==> config.mk <==
export PLATFORM = sky130hd
export DESIGN_NAME = lmw_move_core
export DESIGN_NICKNAME = d
export VERILOG_FILES = /design/src/rtl/lmw_pkg.sv /design/src/rtl/lmw_ptr_if.sv /design/src/rtl/lmw_move_core.sv /design/src/rtl/lmw_pointer_unit.sv
export SDC_FILE = /design/constraint.sdc
export NUM_CORES = 1
export LEC_CHECK = 0
export BUFFER_PORTS_ARGS = -buffer_cell sky130_fd_sc_hd__buf_2
export CORE_MARGIN = 4
export CORE_UTILIZATION = 40
export CTS_CLUSTER_SIZE = 20
export DETAILED_ROUTE_END_ITERATION = 16
export RECOVER_POWER = 25
export SYNTH_ARGS = -nofsm -noshare
export SYNTH_HDL_FRONTEND = slang
export SYNTH_SLANG_ARGS = --single-unit
==> constraint.sdc <==
create_clock -name core_clk -period 10.35 [get_ports core_clk]
set_clock_uncertainty 0.2 [all_clocks]
set_input_delay 1.035 -clock core_clk [delete_from_list [all_inputs] [get_ports core_clk]]
set_output_delay 1.035 -clock core_clk [all_outputs]
set_load 0.02 [all_outputs]
==> src/rtl/lmw_pkg.sv <==
/*
 Constants, register map and instruction layout for the literal and
 working-register move execution core.
 Assumes a 32-bit AXI4-Lite register bus with byte addresses.
*/
package lmw_pkg;

   // Register byte offsets
   localparam logic [7:0] REG_INSTR   = 8'h00;
   localparam logic [7:0] REG_WORKING = 8'h04;
   localparam logic [7:0] REG_BANK    = 8'h08;
   localparam logic [7:0] REG_PCLATCH = 8'h0c;
   localparam logic [7:0] REG_PTR0    = 8'h10;
   localparam logic [7:0] REG_PTR1    = 8'h14;
   localparam logic [7:0] REG_FLAGS   = 8'h18;
   localparam logic [7:0] REG_MEMWR   = 8'h1c;

   // Opcode field of an instruction word, bits [15:12]
   localparam int         OP_LSB          = 12;
   localparam logic [3:0] OP_LOAD_BANK    = 4'h1;
   localparam logic [3:0] OP_LOAD_PCLATCH = 4'h2;
   localparam logic [3:0] OP_LOAD_WORKING = 4'h3;
   localparam logic [3:0] OP_STORE_FILE   = 4'h4;
   localparam logic [3:0] OP_STORE_IND    = 4'h5;
   localparam logic [3:0] OP_STORE_REL    = 4'h6;

   // Operand field positions
   localparam int PTR_SEL_BIT = 8;
   localparam int BANK_W      = 5;
   localparam int PCLATCH_W   = 7;
   localparam int FILE_W      = 7;
   localparam int OFFSET_W    = 6;
   localparam int PTR_W       = 16;

   // File addresses that act as the indirect access ports
   localparam logic [6:0] IND_PORT0 = 7'h00;
   localparam logic [6:0] IND_PORT1 = 7'h01;

   // Values after reset
   localparam logic [7:0]  RST_WORKING = 8'h00;
   localparam logic [4:0]  RST_BANK    = 5'h00;
   localparam logic [6:0]  RST_PCLATCH = 7'h00;
   localparam logic [15:0] RST_PTR     = 16'h0000;
   localparam logic [7:0]  RST_FLAGS   = 8'h00;

   localparam logic [1:0] RESP_OKAY   = 2'b00;
   localparam logic [1:0] RESP_SLVERR = 2'b10;

   typedef enum logic [1:0] {
      MODE_PRE_INC  = 2'b00,
      MODE_PRE_DEC  = 2'b01,
      MODE_POST_INC = 2'b10,
      MODE_POST_DEC = 2'b11
   } lmw_mode_e;

endpackage

==> src/rtl/lmw_ptr_if.sv <==
/*
 Carrier between the execution core and its pointer arithmetic unit.
 Assumes the core drives the request side combinationally.
*/
`timescale 1ns/100ps
`default_nettype none
interface lmw_ptr_if;
   logic [15:0]       pointer;
   lmw_pkg::lmw_mode_e pointerUpdateMode;
   logic              relative;
   logic [5:0]        offset;
   logic [15:0]       effAddr;
   logic [15:0]       nextPointer;

   modport core (output pointer, pointerUpdateMode, relative, offset,
                 input effAddr, nextPointer);
   modport unit (input pointer, pointerUpdateMode, relative, offset,
                 output effAddr, nextPointer);
endinterface
`default_nettype wire

==> src/rtl/lmw_move_core.sv <==
/*
 Execution core for literal loads and working-register stores, with an
 AXI4-Lite register slave. Writing the instruction register executes
 one instruction at the edge that commits the write.
 Assumes a single clock and a data memory fed by the mem* write port.
*/
// Summary of operation
// - Bank literal goes into the bank selector; no flag changes.
// - Seven-bit literal goes into the program-counter high latch; flags kept.
// - Eight-bit literal goes into the working register in one cycle.
// - Working register is copied to a seven-bit file address in one cycle.
// - Indirect store picks a pointer and pre/post increments or decrements it.
// - Relative form stores at pointer plus signed offset; pointer unchanged.
// - Indirect access ports 0 and 1 have no storage; each access goes where its pointer points.
// - Pointers are sixteen bits and wrap both ways.
// - Pointer updates and indirect stores leave all flags untouched.
`timescale 1ns/100ps
`default_nettype none
module lmw_move_core (
   input  wire logic        core_clk,
   input  wire logic        sys_rst,
   input  wire logic [7:0]  s_axi_awaddr,
   input  wire logic [2:0]  s_axi_awprot,
   input  wire logic        s_axi_awvalid,
   output logic             s_axi_awready,
   input  wire logic [31:0] s_axi_wdata,
   input  wire logic [3:0]  s_axi_wstrb,
   input  wire logic        s_axi_wvalid,
   output logic             s_axi_wready,
   output logic [1:0]       s_axi_bresp,
   output logic             s_axi_bvalid,
   input  wire logic        s_axi_bready,
   input  wire logic [7:0]  s_axi_araddr,
   input  wire logic [2:0]  s_axi_arprot,
   input  wire logic        s_axi_arvalid,
   output logic             s_axi_arready,
   output logic [31:0]      s_axi_rdata,
   output logic [1:0]       s_axi_rresp,
   output logic             s_axi_rvalid,
   input  wire logic        s_axi_rready,
   output logic             memWe,
   output logic [15:0]      memAddr,
   output logic [7:0]       memData
);

   function automatic logic mapped(input logic [7:0] a);
      mapped = (a[1:0] == 2'b00) && (a <= lmw_pkg::REG_MEMWR);
   endfunction

   function automatic logic [31:0] mergeBytes(input logic [31:0] old,
                                              input logic [31:0] val,
                                              input logic [3:0]  strb);
      for (int i = 0; i < 4; i++) begin
         mergeBytes[i*8 +: 8] = strb[i] ? val[i*8 +: 8] : old[i*8 +: 8];
      end
   endfunction

   logic        awHeld, next_awHeld;
   logic [7:0]  awAddrQ, next_awAddrQ;
   logic        wHeld, next_wHeld;
   logic [31:0] wDataQ, next_wDataQ;
   logic [3:0]  wStrbQ, next_wStrbQ;
   logic        next_awready, next_wready, next_bvalid;
   logic [1:0]  next_bresp;
   logic        next_arready, next_rvalid;
   logic [31:0] next_rdata;
   logic [1:0]  next_rresp;

   logic [7:0]  working, next_working;
   logic [4:0]  bankSelector, next_bankSelector;
   logic [6:0]  programCounterHighLatch, next_programCounterHighLatch;
   logic [15:0] indirectPointer [2];
   logic [15:0] next_indirectPointer [2];
   logic [7:0]  flags, next_flags;
   logic        next_memWe;
   logic [15:0] next_memAddr;
   logic [7:0]  next_memData;

   logic        doWrite;
   logic        execNow;
   logic [15:0] instr;
   logic [3:0]  execOp;
   logic        ptrSel;
   logic [6:0]  fileAddr;
   logic [31:0] merged;

   lmw_ptr_if ptrBus ();

   lmw_pointer_unit ptrUnit (
      .p (ptrBus.unit)
   );

   assign ptrBus.pointer           = indirectPointer[ptrSel];
   assign ptrBus.pointerUpdateMode = lmw_pkg::lmw_mode_e'(instr[1:0]);
   assign ptrBus.relative          = (execOp == lmw_pkg::OP_STORE_REL);
   assign ptrBus.offset            = instr[5:0];

   always_comb begin
      doWrite  = awHeld && wHeld && !s_axi_bvalid;
      merged   = mergeBytes(32'h00000000, wDataQ, wStrbQ);
      instr    = merged[15:0];
      execOp   = instr[lmw_pkg::OP_LSB +: 4];
      ptrSel   = instr[lmw_pkg::PTR_SEL_BIT];
      fileAddr = instr[6:0];
      execNow  = doWrite && (awAddrQ == lmw_pkg::REG_INSTR);
   end

   // Write channel and instruction execution
   always_comb begin
      next_awHeld  = awHeld;
      next_awAddrQ = awAddrQ;
      next_wHeld   = wHeld;
      next_wDataQ  = wDataQ;
      next_wStrbQ  = wStrbQ;
      next_bvalid  = s_axi_bvalid && !s_axi_bready;
      next_bresp   = s_axi_bresp;
      next_working = working;
      next_bankSelector = bankSelector;
      next_programCounterHighLatch = programCounterHighLatch;
      next_indirectPointer = indirectPointer;
      next_flags   = flags;
      next_memWe   = 1'b0;
      next_memAddr = memAddr;
      next_memData = memData;
      if (s_axi_awvalid && s_axi_awready) begin
         next_awHeld  = 1'b1;
         next_awAddrQ = s_axi_awaddr;
      end
      if (s_axi_wvalid && s_axi_wready) begin
         next_wHeld  = 1'b1;
         next_wDataQ = s_axi_wdata;
         next_wStrbQ = s_axi_wstrb;
      end
      if (doWrite) begin
         next_awHeld = 1'b0;
         next_wHeld  = 1'b0;
         next_bvalid = 1'b1;
         next_bresp  = mapped(awAddrQ) ? lmw_pkg::RESP_OKAY : lmw_pkg::RESP_SLVERR;
         unique case (awAddrQ)
            lmw_pkg::REG_WORKING:
               next_working = wStrbQ[0] ? wDataQ[7:0] : working;
            lmw_pkg::REG_BANK:
               next_bankSelector = wStrbQ[0] ? wDataQ[4:0] : bankSelector;
            lmw_pkg::REG_PCLATCH:
               next_programCounterHighLatch = wStrbQ[0] ? wDataQ[6:0] : programCounterHighLatch;
            lmw_pkg::REG_PTR0:
               next_indirectPointer[0] = {wStrbQ[1] ? wDataQ[15:8] : indirectPointer[0][15:8],
                                          wStrbQ[0] ? wDataQ[7:0] : indirectPointer[0][7:0]};
            lmw_pkg::REG_PTR1:
               next_indirectPointer[1] = {wStrbQ[1] ? wDataQ[15:8] : indirectPointer[1][15:8],
                                          wStrbQ[0] ? wDataQ[7:0] : indirectPointer[1][7:0]};
            lmw_pkg::REG_FLAGS:
               next_flags = wStrbQ[0] ? wDataQ[7:0] : flags;
            default: ;
         endcase
      end
      if (execNow) begin
         unique case (execOp)
            lmw_pkg::OP_LOAD_BANK:
               next_bankSelector = instr[4:0];
            lmw_pkg::OP_LOAD_PCLATCH:
               next_programCounterHighLatch = instr[6:0];
            lmw_pkg::OP_LOAD_WORKING:
               next_working = instr[7:0];
            lmw_pkg::OP_STORE_FILE: begin
               next_memWe   = 1'b1;
               next_memData = working;
               if (fileAddr == lmw_pkg::IND_PORT0) begin
                  next_memAddr = indirectPointer[0];
               end else if (fileAddr == lmw_pkg::IND_PORT1) begin
                  next_memAddr = indirectPointer[1];
               end else begin
                  next_memAddr = {4'h0, bankSelector, fileAddr};
               end
            end
            lmw_pkg::OP_STORE_IND, lmw_pkg::OP_STORE_REL: begin
               next_memWe   = 1'b1;
               next_memData = working;
               next_memAddr = ptrBus.effAddr;
               next_indirectPointer[ptrSel] = ptrBus.nextPointer;
            end
            default: ;
         endcase
      end
      next_awready = !next_awHeld && !next_bvalid;
      next_wready  = !next_wHeld && !next_bvalid;
   end

   // Read channel
   always_comb begin
      next_rvalid  = s_axi_rvalid && !s_axi_rready;
      next_rdata   = s_axi_rdata;
      next_rresp   = s_axi_rresp;
      if (s_axi_arvalid && s_axi_arready) begin
         next_rvalid = 1'b1;
         next_rresp  = mapped(s_axi_araddr) ? lmw_pkg::RESP_OKAY : lmw_pkg::RESP_SLVERR;
         unique case (s_axi_araddr)
            lmw_pkg::REG_WORKING: next_rdata = {24'h000000, working};
            lmw_pkg::REG_BANK:    next_rdata = {27'h0000000, bankSelector};
            lmw_pkg::REG_PCLATCH: next_rdata = {25'h0000000, programCounterHighLatch};
            lmw_pkg::REG_PTR0:    next_rdata = {16'h0000, indirectPointer[0]};
            lmw_pkg::REG_PTR1:    next_rdata = {16'h0000, indirectPointer[1]};
            lmw_pkg::REG_FLAGS:   next_rdata = {24'h000000, flags};
            lmw_pkg::REG_MEMWR:   next_rdata = {8'h00, memData, memAddr};
            default:              next_rdata = 32'h00000000;
         endcase
      end
      next_arready = !next_rvalid;
   end

   always_ff @(posedge core_clk) begin
      if (sys_rst) begin
         awHeld        <= 1'b0;
         awAddrQ       <= 8'h00;
         wHeld         <= 1'b0;
         wDataQ        <= 32'h00000000;
         wStrbQ        <= 4'h0;
         s_axi_awready <= 1'b0;
         s_axi_wready  <= 1'b0;
         s_axi_bvalid  <= 1'b0;
         s_axi_bresp   <= lmw_pkg::RESP_OKAY;
         s_axi_arready <= 1'b0;
         s_axi_rvalid  <= 1'b0;
         s_axi_rdata   <= 32'h00000000;
         s_axi_rresp   <= lmw_pkg::RESP_OKAY;
         working       <= lmw_pkg::RST_WORKING;
         bankSelector  <= lmw_pkg::RST_BANK;
         programCounterHighLatch <= lmw_pkg::RST_PCLATCH;
         indirectPointer[0] <= lmw_pkg::RST_PTR;
         indirectPointer[1] <= lmw_pkg::RST_PTR;
         flags         <= lmw_pkg::RST_FLAGS;
         memWe         <= 1'b0;
         memAddr       <= 16'h0000;
         memData       <= 8'h00;
      end else begin
         awHeld        <= next_awHeld;
         awAddrQ       <= next_awAddrQ;
         wHeld         <= next_wHeld;
         wDataQ        <= next_wDataQ;
         wStrbQ        <= next_wStrbQ;
         s_axi_awready <= next_awready;
         s_axi_wready  <= next_wready;
         s_axi_bvalid  <= next_bvalid;
         s_axi_bresp   <= next_bresp;
         s_axi_arready <= next_arready;
         s_axi_rvalid  <= next_rvalid;
         s_axi_rdata   <= next_rdata;
         s_axi_rresp   <= next_rresp;
         working       <= next_working;
         bankSelector  <= next_bankSelector;
         programCounterHighLatch <= next_programCounterHighLatch;
         indirectPointer <= next_indirectPointer;
         flags         <= next_flags;
         memWe         <= next_memWe;
         memAddr       <= next_memAddr;
         memData       <= next_memData;
      end
   end
endmodule
`default_nettype wire

==> src/rtl/lmw_pointer_unit.sv <==
/*
 Pointer arithmetic for stores through an indirect pointer.
 Purely combinational; the core registers the results.
*/
`timescale 1ns/100ps
`default_nettype none
module lmw_pointer_unit (
   lmw_ptr_if.unit p
);
   logic [15:0] incPtr;
   logic [15:0] decPtr;
   logic [15:0] sextOffset;

   always_comb begin
      incPtr     = p.pointer + 16'h0001;
      decPtr     = p.pointer - 16'h0001;
      sextOffset = {{10{p.offset[5]}}, p.offset};
      if (p.relative) begin
         p.effAddr     = p.pointer + sextOffset;
         p.nextPointer = p.pointer;
      end else begin
         unique case (p.pointerUpdateMode)
            lmw_pkg::MODE_PRE_INC: begin
               p.effAddr     = incPtr;
               p.nextPointer = incPtr;
            end
            lmw_pkg::MODE_PRE_DEC: begin
               p.effAddr     = decPtr;
               p.nextPointer = decPtr;
            end
            lmw_pkg::MODE_POST_INC: begin
               p.effAddr     = p.pointer;
               p.nextPointer = incPtr;
            end
            lmw_pkg::MODE_POST_DEC: begin
               p.effAddr     = p.pointer;
               p.nextPointer = decPtr;
            end
         endcase
      end
   end
endmodule
`default_nettype wire

==> results of run 1 <==
==> state kept, by name (all words and copies together), names as in the netlist <==
register                 cells
wHeld                        1
s_axi_bvalid                 1
s_axi_wready                 1
flags                        8
s_axi_arready                1
awHeld                       1
awAddrQ                      8
s_axi_rvalid                 1
programCounterHighLatch      7
working                      8
wStrbQ                       2
indirectPointer             32
s_axi_rdata                 24
s_axi_awready                1
memWe                        1
memData                      8
bankSelector                 5
wDataQ                      16
s_axi_bresp                  1
memAddr                     16
s_axi_rresp                  1
==> synth_stat cells, types with 5 or more instances <==
master    count
a211o_1       6
a311oi_1     16
a21o_1       12
a211oi_1     27
nand4_1       8
clkbuf_1     58
o21ai_0      43
nor2_1      145
buf_1         7
nor3_1       24
o22ai_1       7
nand3_1      23
nor4_1       13
buf_2         6
inv_1        20
xnor2_1      26
a31oi_1       8
dfxtp_1     144
nand3b_1      5
ha_1         16
nor2b_1       6
a21oi_1     116
xor2_1        7
mux2i_1      60
nand2_1     179
o21ai_1       6
a22oi_1      28
and2_1       11
a221oi_1     16
buf_4        14
nand2b_1      5
==> final timing paths <==
check,startpoint,end,cells after the start
worst max-delay path,wDataQ[8],memAddr[10],14
worst min-delay path,s_axi_rdata[19],s_axi_rdata[19],2
worst min register to register,s_axi_rdata[19],s_axi_rdata[19],2
worst max register to register,wDataQ[8],memAddr[10],14
==> where the power goes <==
group,total (W),leakage [nW],switching (W),internal (W)
clock network,0.000668,0.299,0.000279,0.000388
logic,0.0000657,2.40,0.0000454,0.0000203
registers,0.000574,1.16,0.0000125,0.000561
==> critical path, cell delays in order, from the launching register on <==
cell       delay [ns]
dfxtp_1          0.85
and2_1           0.51
mux2i_1          0.51
inv_1            0.13
ha_1             0.24
inv_1            0.08
fa_1             0.23
and4b_1          0.21
a311o_1          0.27
a21oi_1          0.41
a31o_2           0.25
o21ai_1          0.08
xnor2_1          0.12
a2111oi_0        0.45
a21o_1           0.13
==> cells by family (layout without fill, tap and decap cells) <==
group,after synthesis,in the layout,share of synthesized area [%]
fa+ha+maj,17,17,2.47
other cells,1,10,0.0420
xor+xnor,33,33,3.24
mux,65,65,7.51
flops,144,144,32.3
simple gates,459,459,24.2
buf+inv,109,163,5.42
compound gates,334,334,24.9
==> area by class of cell <==
| class | instances | share of cell area [%] |
|---|---|---|
| Multi-Input combinational cell | 918 | 55.5 |
| Clock buffer | 17 | 4.21 |
| Timing Repair Buffer | 110 | 5.49 |
| Inverter | 22 | 0.818 |
| Sequential cell | 144 | 28.6 |
| Clock inverter | 14 | 1.97 |
| Tap cell | 280 | 3.47 |
==> metrics by stage <==
stage | hold WS [ns] | cell area (sq um) | power, W | setup WS [ns] | utilization, %
6_report | 0.251 | 10100 | 0.00131 | 5.62 | 46.1
3_5_place_dp | 0.232 | 9500 | 0.000652 | 5.68 | 43.4
3_3_place_gp | 0.239 | 9500 | 0.000651 | 5.66 | 43.4
2_1_floorplan | 0.217 | 8960 | 0.000631 | 6.79 | -
5_1_grt | 0.277 | 10100 | 0.00134 | 5.31 | 46.1
4_1_cts | 0.251 | 10100 | 0.00131 | 5.65 | 46.3
==> routing by layer <==
metal,up-vias,wire [um]
met3,76,1980
met1,4218,13400
met2,353,13700
met5,-,0
met4,0,1260
li1,4298,-
==> summary.txt, run 1 <==
Detailed routing
  • Vias: 8945
  • Initial DRC count: 716
  • Via density: 5.94
  • First-pass iteration count of the detailed router: 5
  • Post-Route WL: around 30000 um
  • DRT antenna net count: 0
  • DRC: 0
  • Drt wl/cell: about 20 um

Clock tree
  • Clock Pin Slew Worst Setup and Hold Paths: 0.07 ns
  • Worst-case clock buffer depth: 2
  • Worst skew pair latency: 0.43 ns
  • H-tree levels: 4
  • CTS Buf Count: 17
  • Setup bufs post-CTS: 0
  • Root Buffer: clkbuf_16
  • Cts hold-fix bufs: 0
  • Post-cts resize count: 0
  • CTS Sinks: roughly 140
  • CTS tree: yes

Timing
  • Fin crit share: a little under half
  • Max Freq: about 210 MHz
  • Slew Limit Fails: 61
  • Worst-margin pin slew: 2.82 ns
  • Final hold violation count: 0
  • Setup violators final: 0
  • RSZ-0062 raised after global routing: no
  • Final TNS setup: 0 ns
  • Final Critical Period: between 4 and 5 ns
  • Relative max-transition margin: -88.1%

Place
  • DP HPWL: 22200 um
  • PortBufs: between 90 and 100
  • Placer Congestion: 0.927
  • Placed cells: 1474

Critical path
  • Worst Path Arrival: a little under 5 ns
  • FF-to-FF setup slack: roughly 5.6 ns
  • Worst setup SP type: flip-flop
  • Worst Path Required: 10.52 ns
  • Crit end category: flip-flop
  • Max Fanout on Critical Path: 22
  • Kind of critical path: flip-flop to flip-flop

Die
  • Die height: 157 um
  • Die X: about 160 um
  • Starting Density: 40.8%
  • Rows: 54
  • Core ar.: 21900 sq um
  • Die ar.: 24800 sq um
  • I/O Pins: around 130

GRT
  • GR met1 Demand/Resource: 34.0%
  • Grt met3 use: 4.21%
  • Initial antenna violation count: 0
  • Global-route usage over all layers: 24.6%
  • Most Crowded Layer GR: met2
  • First-pass GRT wire length: 48000 um
  • M2 GR Usage: 38.4%
  • Number of global-route vias before repair: 8408
  • Largest net degree at the start of global routing: 81
  • Gr ovfl total: 0

Final layout
  • Layout cells sized above 1: between 10% and 20%
  • Leading cell type in the layout, fill and taps excluded: nand2_1
  • Most frequent cells in the layout: nand2_1, nor2_1, dfxtp_1, a21oi_1, buf_2
  • Area grow syn2layout: 13.1%
  • Reg area: between 2000 and 3000 sq um
  • Nets: 1295
  • Antenna diodes: 0
  • Footprint of the multi-input gates: roughly 5600 sq um
  • Fillers: ~2300
  • Post-Layout Cell Count: 1505

Power
  • Static Leak: 3.86 nW
  • Pwr Density: roughly 130 nW/um^2
  • Peak VDD IR: 0.0000996 V

Yosys
  • Post-synth top area share: ~32%
  • Synth top area cells: dfxtp_1, nand2_1, mux2i_1
  • #FFs+latches synth: 144
  • Async set-reset flop share out of synthesis: 0%
  • Mean post-synth cell area: 7.68 sq um
  • Seq/Total Area, Yosys: around a third
  • Unique cell type count in the Yosys netlist: 88
  • Synthesis Warnings: 0
  • Post-Synthesis Cells: 1162
  • Cell area after synthesis: 8930 sq um
  • Primary FF master, synth: dfxtp_1
  • Post-synth top area cell: dfxtp_1
  • Post-synth EDFFs: 0

Min path
  • Class of the worst hold path: flip-flop to flip-flop

Run status
  • Status: complete, but fails checks
  • Failing checks: max-capacitance violations, max-slew violations

Run
  • MaxCap Viol Count: 1
Note: power is estimated with default switching activity, not from simulation.
==> run 2, diff against run 1 <==
--- a/config.mk
+++ b/config.mk
@@ -5,6 +5,7 @@
 export SDC_FILE = /design/constraint.sdc
 export NUM_CORES = 1
 export LEC_CHECK = 0
+export ABC_AREA = 1
 export BUFFER_PORTS_ARGS = -buffer_cell sky130_fd_sc_hd__buf_2
 export CORE_MARGIN = 4
 export CORE_UTILIZATION = 40
==> constraint.sdc (replaced) <==
create_clock -name core_clk -period 3.79 [get_ports core_clk]
set_clock_uncertainty 0.2 [all_clocks]
set_input_delay 0.379 -clock core_clk [delete_from_list [all_inputs] [get_ports core_clk]]
set_output_delay 0.379 -clock core_clk [all_outputs]
set_load 0.02 [all_outputs]
==> summary.txt, run 2 <==
Clock tree
  • Root Buffer: clkbuf_16
  • CTS tree: yes
  • Worst skew pair latency: 0.42 ns
  • CTS Sinks: about 140
  • Worst-case clock buffer depth: 2
  • CTS Buf Count: 17
  • Setup bufs post-CTS: 0
  • H-tree levels: 4
  • Clock Pin Slew Worst Setup and Hold Paths: roughly 0.07 ns

GRT
  • First-pass GRT wire length: 55400 um
  • Initial antenna violation count: 0
  • Gr ovfl total: 0
  • Number of global-route vias before repair: roughly 9500
  • Largest net degree at the start of global routing: between 80 and 90
  • Global-route usage over all layers: 27.2%

Timing
  • Fin crit share: 84.6%
  • Setup violators final: 0
  • Final TNS setup: 0 ns
  • RSZ-0062 raised after global routing: no
  • Final Critical Period: 3.21 ns
  • Worst-margin pin slew: 2.01 ns
  • Max Freq: a little over 300 MHz
  • Final hold violation count: 0
  • Slew Limit Fails: 49
  • Relative max-transition margin: -33.9%
  • Setup ws final: 0.584 ns

Critical path
  • Worst Path Required: 3.93 ns
  • Worst Path Arrival: 3.35 ns
  • Worst path max stage delay: between 0.9 and 1 ns
  • Worst setup SP type: flip-flop
  • Max Fanout on Critical Path: 29
  • Crit Reg-Reg Startpoint: wHeld
  • Kind of critical path: flip-flop to flip-flop
  • Crit end category: flip-flop
  • FF-to-FF setup slack: 0.58 ns
  • Worst path cell trace: inv_1, nor3_1, inv_4, nor2_4, nand2_4, nor3_2, buf_4, inv_1, a21oi_1, nand2_1, a21oi_1
  • CP max-delay cell: nor3_1
  • FF-to-FF End: memAddr[10]
  • Reg2reg path depth: 11

Run
  • MaxCap Viol Count: 1

Final layout
  • Fillers: 2537
  • Largest registers: indirectPointer: 32 flops, s_axi_rdata: 24 flops
  • Largest register by flop count: indirectPointer
  • Nets: ~1700
  • Antenna diodes: 0
  • Footprint of the multi-input gates: 5540 sq um
  • Area grow syn2layout: 13.7%
  • Reg area: 2880 sq um
  • Layout cells sized above 1: 10.3%
  • Most frequent cells in the layout: nand2_1, inv_1, a21oi_1, nand3_1, dfxtp_1
  • Post-route cell area: 10700 sq um
  • Leading cell type in the layout, fill and taps excluded: nand2_1
  • Max reg flops: 32

Yosys
  • Post-synth EDFFs: 0
  • Synth top area cells: dfxtp_1, nand2_1, a21oi_1
  • Async set-reset flop share out of synthesis: 0%
  • Cell area after synthesis: between 9000 and 10000 sq um
  • Post-synth top area share: between 30% and 40%
  • Synthesis Warnings: 0
  • Seq/Total Area, Yosys: 30.7%
  • Post-synth top cells: nand2_1, inv_1, a21oi_1, nand3_1, dfxtp_1
  • #FFs+latches synth: 144
  • Primary FF master, synth: dfxtp_1
  • Post-Synthesis Cells: approximately 1500
  • Post-synth top area cell: dfxtp_1
  • Most numerous cell in the Yosys netlist: nand2_1
  • Mean post-synth cell area: between 6 and 7 sq um
  • Unique cell type count in the Yosys netlist: 51

Detailed routing
  • Via density: 5.61
  • DRC: 0
  • DRT antenna net count: 0
  • Post-Route WL: 36500 um
  • Drt wl/cell: around 19 um
  • Vias: between 10000 and 15000
  • First-pass iteration count of the detailed router: 5
  • Initial DRC count: 1363

Die
  • Starting Density: 41.1%
  • Core ar.: 22800 sq um
  • Die height: 161 um
  • Die X: 161 um
  • I/O Pins: around 130
  • Rows: 55
  • Die ar.: 26000 sq um

Min path
  • Worst hold stages: 3
  • Hold Crit Start: s_axi_wdata[11]
  • Class of the worst hold path: primary input to flip-flop
  • Worst Hold End: wDataQ[11]

Place
  • Setup slack at placement: between 0.7 and 0.8 ns
  • Placer Congestion: 0.993
  • Post-DP Area: slightly above 10000 sq um
  • DP HPWL: 27300 um
  • PortBufs: 96

Power
  • Pwr Density: 330 nW/um^2
  • Static Leak: between 4 and 5 nW
  • Peak VDD IR: 0.000276 V
  • Final total power: between 0.003 and 0.004 W

Run status
  • Status: complete, but fails checks
  • Failing checks: max-capacitance violations, max-slew violations
run 2: critical path: cells and delay by family, from the launching register on:
family,cells,cell delay (ns)
AOI/OAI and AO/OA,2,0.37
buffers and inverters,4,0.82
DFF,1,0.33
and+or+nand+nor,5,1.39
run 2: area by class of cell:
type | count | share of cell area (%)
multi-input cells | 1124 | 51.8
flip-flops and latches | 144 | 27.0
repair buffers | 129 | 6.58
inverters | 159 | 5.60
clock buffers | 21 | 4.31
well taps | 313 | 3.66
clock inverters | 11 | 1.11
run 2: routing by layer:
layer,wire (um),up-vias,GRT usage [%]
li1,-,5131,-
met2,15000,543,39.1
met4,1460,0,10.6
met1,16600,4912,39.3
met5,0,-,0
met3,3380,79,6.28
run 2: cells by family after synthesis:
kind of cell    Yosys count  synth area share, %
compound gates          364                 21.6
buf+inv                 234                 10.7
other cells               1               0.0399
xor+xnor                 16                 1.49
simple gates            716                 33.1
flops                   144                 30.7
fa+ha+maj                17                 2.34
mux                       1                0.106
run 2: power breakdown:
group / internal (W) / switching [W] / total (W)
logic: 0.0000798 / 0.000204 / 0.000284
clock network: 0.000958 / 0.000717 / 0.00167
registers: 0.00154 / 0.0000288 / 0.00157
total: 0.00258 / 0.000950 / 0.00353
run 2: through the flow:
stage	cells	util (%)	hold WS, ns
after floorplan	1502	-	0.199
after global placement	1861	44.2	0.214
after detailed placement	1861	44.2	0.217
after CTS	1901	47.0	0.00658
after global routing	1901	46.8	0.0268
final	1901	46.8	0.0115
run 2: worst max-delay path by stage:
| stage | startpoint | to | slack [ns] | cells past startpoint |
|---|---|---|---|---|
| 2_1_floorplan | wStrbQ[0] | memAddr[9] | 1.19 | 20 |
| 3_3_place_gp | wStrbQ[1] | indirectPointer[22] | 0.78 | 12 |
| 3_5_place_dp | wStrbQ[1] | indirectPointer[22] | 0.77 | 12 |
| 4_1_cts | wStrbQ[1] | memAddr[14] | 0.74 | 14 |
| 5_1_grt | wHeld | memAddr[10] | 0.27 | 11 |
| 6_report | wHeld | memAddr[10] | 0.58 | 11 |
run 2: what timing repair did:
item | in CTS | in global routing
gates resized for setup | 0 | 0
hold endpoints to repair | 8 | 0
hold buffers | 8 | 0
==> run 3, diff against run 2 <==
--- a/config.mk
+++ b/config.mk
@@ -5,7 +5,7 @@
 export SDC_FILE = /design/constraint.sdc
 export NUM_CORES = 1
 export LEC_CHECK = 0
-export ABC_AREA = 1
+export ABC_AREA = 0
 export BUFFER_PORTS_ARGS = -buffer_cell sky130_fd_sc_hd__buf_2
 export CORE_MARGIN = 4
 export CORE_UTILIZATION = 40
==> constraint.sdc (replaced) <==
create_clock -name core_clk -period 3.11 [get_ports core_clk]
set_clock_uncertainty 0.2 [all_clocks]
set_input_delay 0.311 -clock core_clk [delete_from_list [all_inputs] [get_ports core_clk]]
set_output_delay 0.311 -clock core_clk [all_outputs]
set_load 0.02 [all_outputs]
==> summary.txt, run 3 (same netlist as run 1, synthesis figures left out) <==
Min path
  • Class of the worst hold path: primary input to flip-flop
  • Worst Hold End: s_axi_rdata[0]
  • Worst hold stages: 2
  • Hold Crit Start: sys_rst

Final layout
  • Most frequent cells in the layout: nand2_1, nor2_1, dfxtp_1, buf_4, a21oi_1
  • Footprint of the multi-input gates: 5950 sq um
  • Nets: around 1400
  • Layout cells sized above 1: 23.1%
  • Post-Layout Cell Count: 1659
  • Reg area: 2890 sq um
  • Largest registers: indirectPointer: 32 flops, s_axi_rdata: 24 flops
  • Largest register by flop count: indirectPointer
  • Leading cell type in the layout, fill and taps excluded: nand2_1
  • Fillers: 2194
  • Max reg flops: 32
  • Area grow syn2layout: 30.9%
  • Final Core Density: 53.4%
  • Antenna diodes: 0

Critical path
  • Worst Path Arrival: between 3 and 4 ns
  • FF-to-FF setup slack: -0.06 ns
  • FF-to-FF End: memAddr[14]
  • Max Fanout on Critical Path: 4
  • Reg2reg path depth: 14
  • Kind of critical path: flip-flop to flip-flop
  • Crit end category: flip-flop
  • Crit Reg-Reg Startpoint: wStrbQ[1]
  • Worst Path Required: about 3.3 ns
  • Worst setup SP type: flip-flop

Timing
  • Slew Limit Fails: 49
  • Final hold violation count: 0
  • Final Critical Period: roughly 3.2 ns
  • Setup violators final: 3
  • Fin crit share: 102%
  • RSZ-0062 raised after global routing: yes
  • Relative max-transition margin: -49.9%
  • Worst-margin pin slew: around 2.2 ns
  • Setup ws final: -0.0596 ns
  • Max Freq: 315 MHz

GRT
  • Number of global-route vias before repair: 9384
  • Initial antenna violation count: 0
  • Largest net degree at the start of global routing: 57
  • Global-route usage over all layers: between 20 and 30%
  • Gr ovfl total: 0
  • First-pass GRT wire length: roughly 53000 um

Power
  • Clock power share: between 50% and 60%
  • Peak VDD IR: 0.000384 V
  • Switching Power: 0.00118 W
  • Comb pwr share: ~6.7%
  • Static Leak: around 4.6 nW
  • Pwr Density: 377 nW/um^2
  • Power Internal: 0.00322 W
  • Switching Fraction: 26.9%
  • Seq pwr share: 43.0%

Run status
  • Status: complete, but fails checks
  • Failing checks: max-capacitance violations, max-slew violations, negative setup slack

Die
  • Die height: about 160 um
  • Core ar.: between 20000 and 25000 sq um
  • Die ar.: 24800 sq um
  • Die X: about 160 um
  • I/O Pins: 131
  • Starting Density: 40.8%
  • Rows: 54

Detailed routing
  • M1 WL: 14800 um
  • Post-Route WL: 34500 um
  • First-pass iteration count of the detailed router: 6
  • DR top layer: met4
  • Drt wl/cell: 20.8 um
  • Met2 wire len: roughly 16000 um
  • Vias: 9736
  • Via density: slightly below 6
  • DRT antenna net count: 0
  • Met3 WL post-DR: 2470 um
  • DRC: 0
  • Initial DRC count: around 920

Place
  • PortBufs: 96
  • DP HPWL: 25300 um
  • Placer Congestion: 0.970
  • Placed cells: 1591

Clock tree
  • H-tree levels: 4
  • CTS tree: yes
  • Worst skew pair latency: 0.44 ns
  • CTS Buf Count: 17
  • Worst-case clock buffer depth: 2
  • Root Buffer: clkbuf_16
  • Clock Pin Slew Worst Setup and Hold Paths: 0.08 ns
  • CTS Sinks: between 100 and 150

Run
  • MaxCap Viol Count: 1
==> run 3: worst max path at each step <==
stage | start | endpoint | cells past startpoint
floorplan | wStrbQ[1] | memAddr[10] | 16
global placement | wDataQ[8] | memAddr[11] | 13
detailed placement | wDataQ[8] | memAddr[11] | 13
CTS | wStrbQ[1] | memAddr[14] | 14
global route | wStrbQ[1] | memAddr[15] | 15
finish | wStrbQ[1] | memAddr[14] | 14
==> run 3: timing repair <==
action	in CTS	in global routing
hold buffers	28	0
buffers inserted	4	4
hold endpoints to repair	29	0
setup endpoints to repair	6	19
gates resized for setup	18	42
pin swaps	7	14
==> run 3: worst max-delay path: stages, from the launching register on <==
cell and delay (ns):
dfxtp_4 0.35, and2_4 0.16, mux2i_4 0.24, inv_2 0.07
ha_4 0.16, inv_2 0.04, fa_2 0.22, and4b_1 0.21
a311o_1 0.37, a21oi_4 0.21, a311o_1 0.22, a31oi_2 0.12
a21o_1 0.22, mux2i_1 0.12, a211oi_1 0.17
==> run 3: power groups by stage <==
stage | clock network (W) | registers, W | logic (W)
after global placement | 0 | 0.00194 | 0.000257
after CTS | 0.00223 | 0.00189 | 0.000289
after detailed placement | 0 | 0.00194 | 0.000259
after floorplan | 0 | 0.00193 | 0.000167
final | 0.00221 | 0.00189 | 0.000296
after global routing | 0.00229 | 0.00190 | 0.000320
==> run 3: routing by layer <==
| layer | vias up | track usage (%) |
|---|---|---|
| met5 | - | 0 |
| met4 | 0 | 9.87 |
| met3 | 81 | 3.88 |
| met2 | 446 | 45.0 |
| met1 | 4596 | 36.8 |
| li1 | 4613 | - |
==> run 3: cell type report <==
class                      instances  area share [%]
multi-input combinational        918            50.9
sequential                       144            24.7
timing repair buffer             263            15.4
clock buffer                      18            3.76
tap                              280            3.00
clock inverter                    14            1.50
inverter                          22           0.707
==> run 3: stage by stage <==
stage	total power [W]	hold slack (ns)	TNS (ns)	setup WS (ns)	instance area (sq um)
2_1_floorplan	0.00210	0.217	-0.128	-0.0897	9030
3_3_place_gp	0.00219	0.241	-0.425	-0.207	10500
3_5_place_dp	0.00220	0.236	-0.500	-0.205	10500
4_1_cts	0.00441	0.109	-0.0457	-0.0372	11500
5_1_grt	0.00451	0.136	-0.588	-0.139	11700
6_report	0.00440	0.118	-0.0918	-0.0596	11700
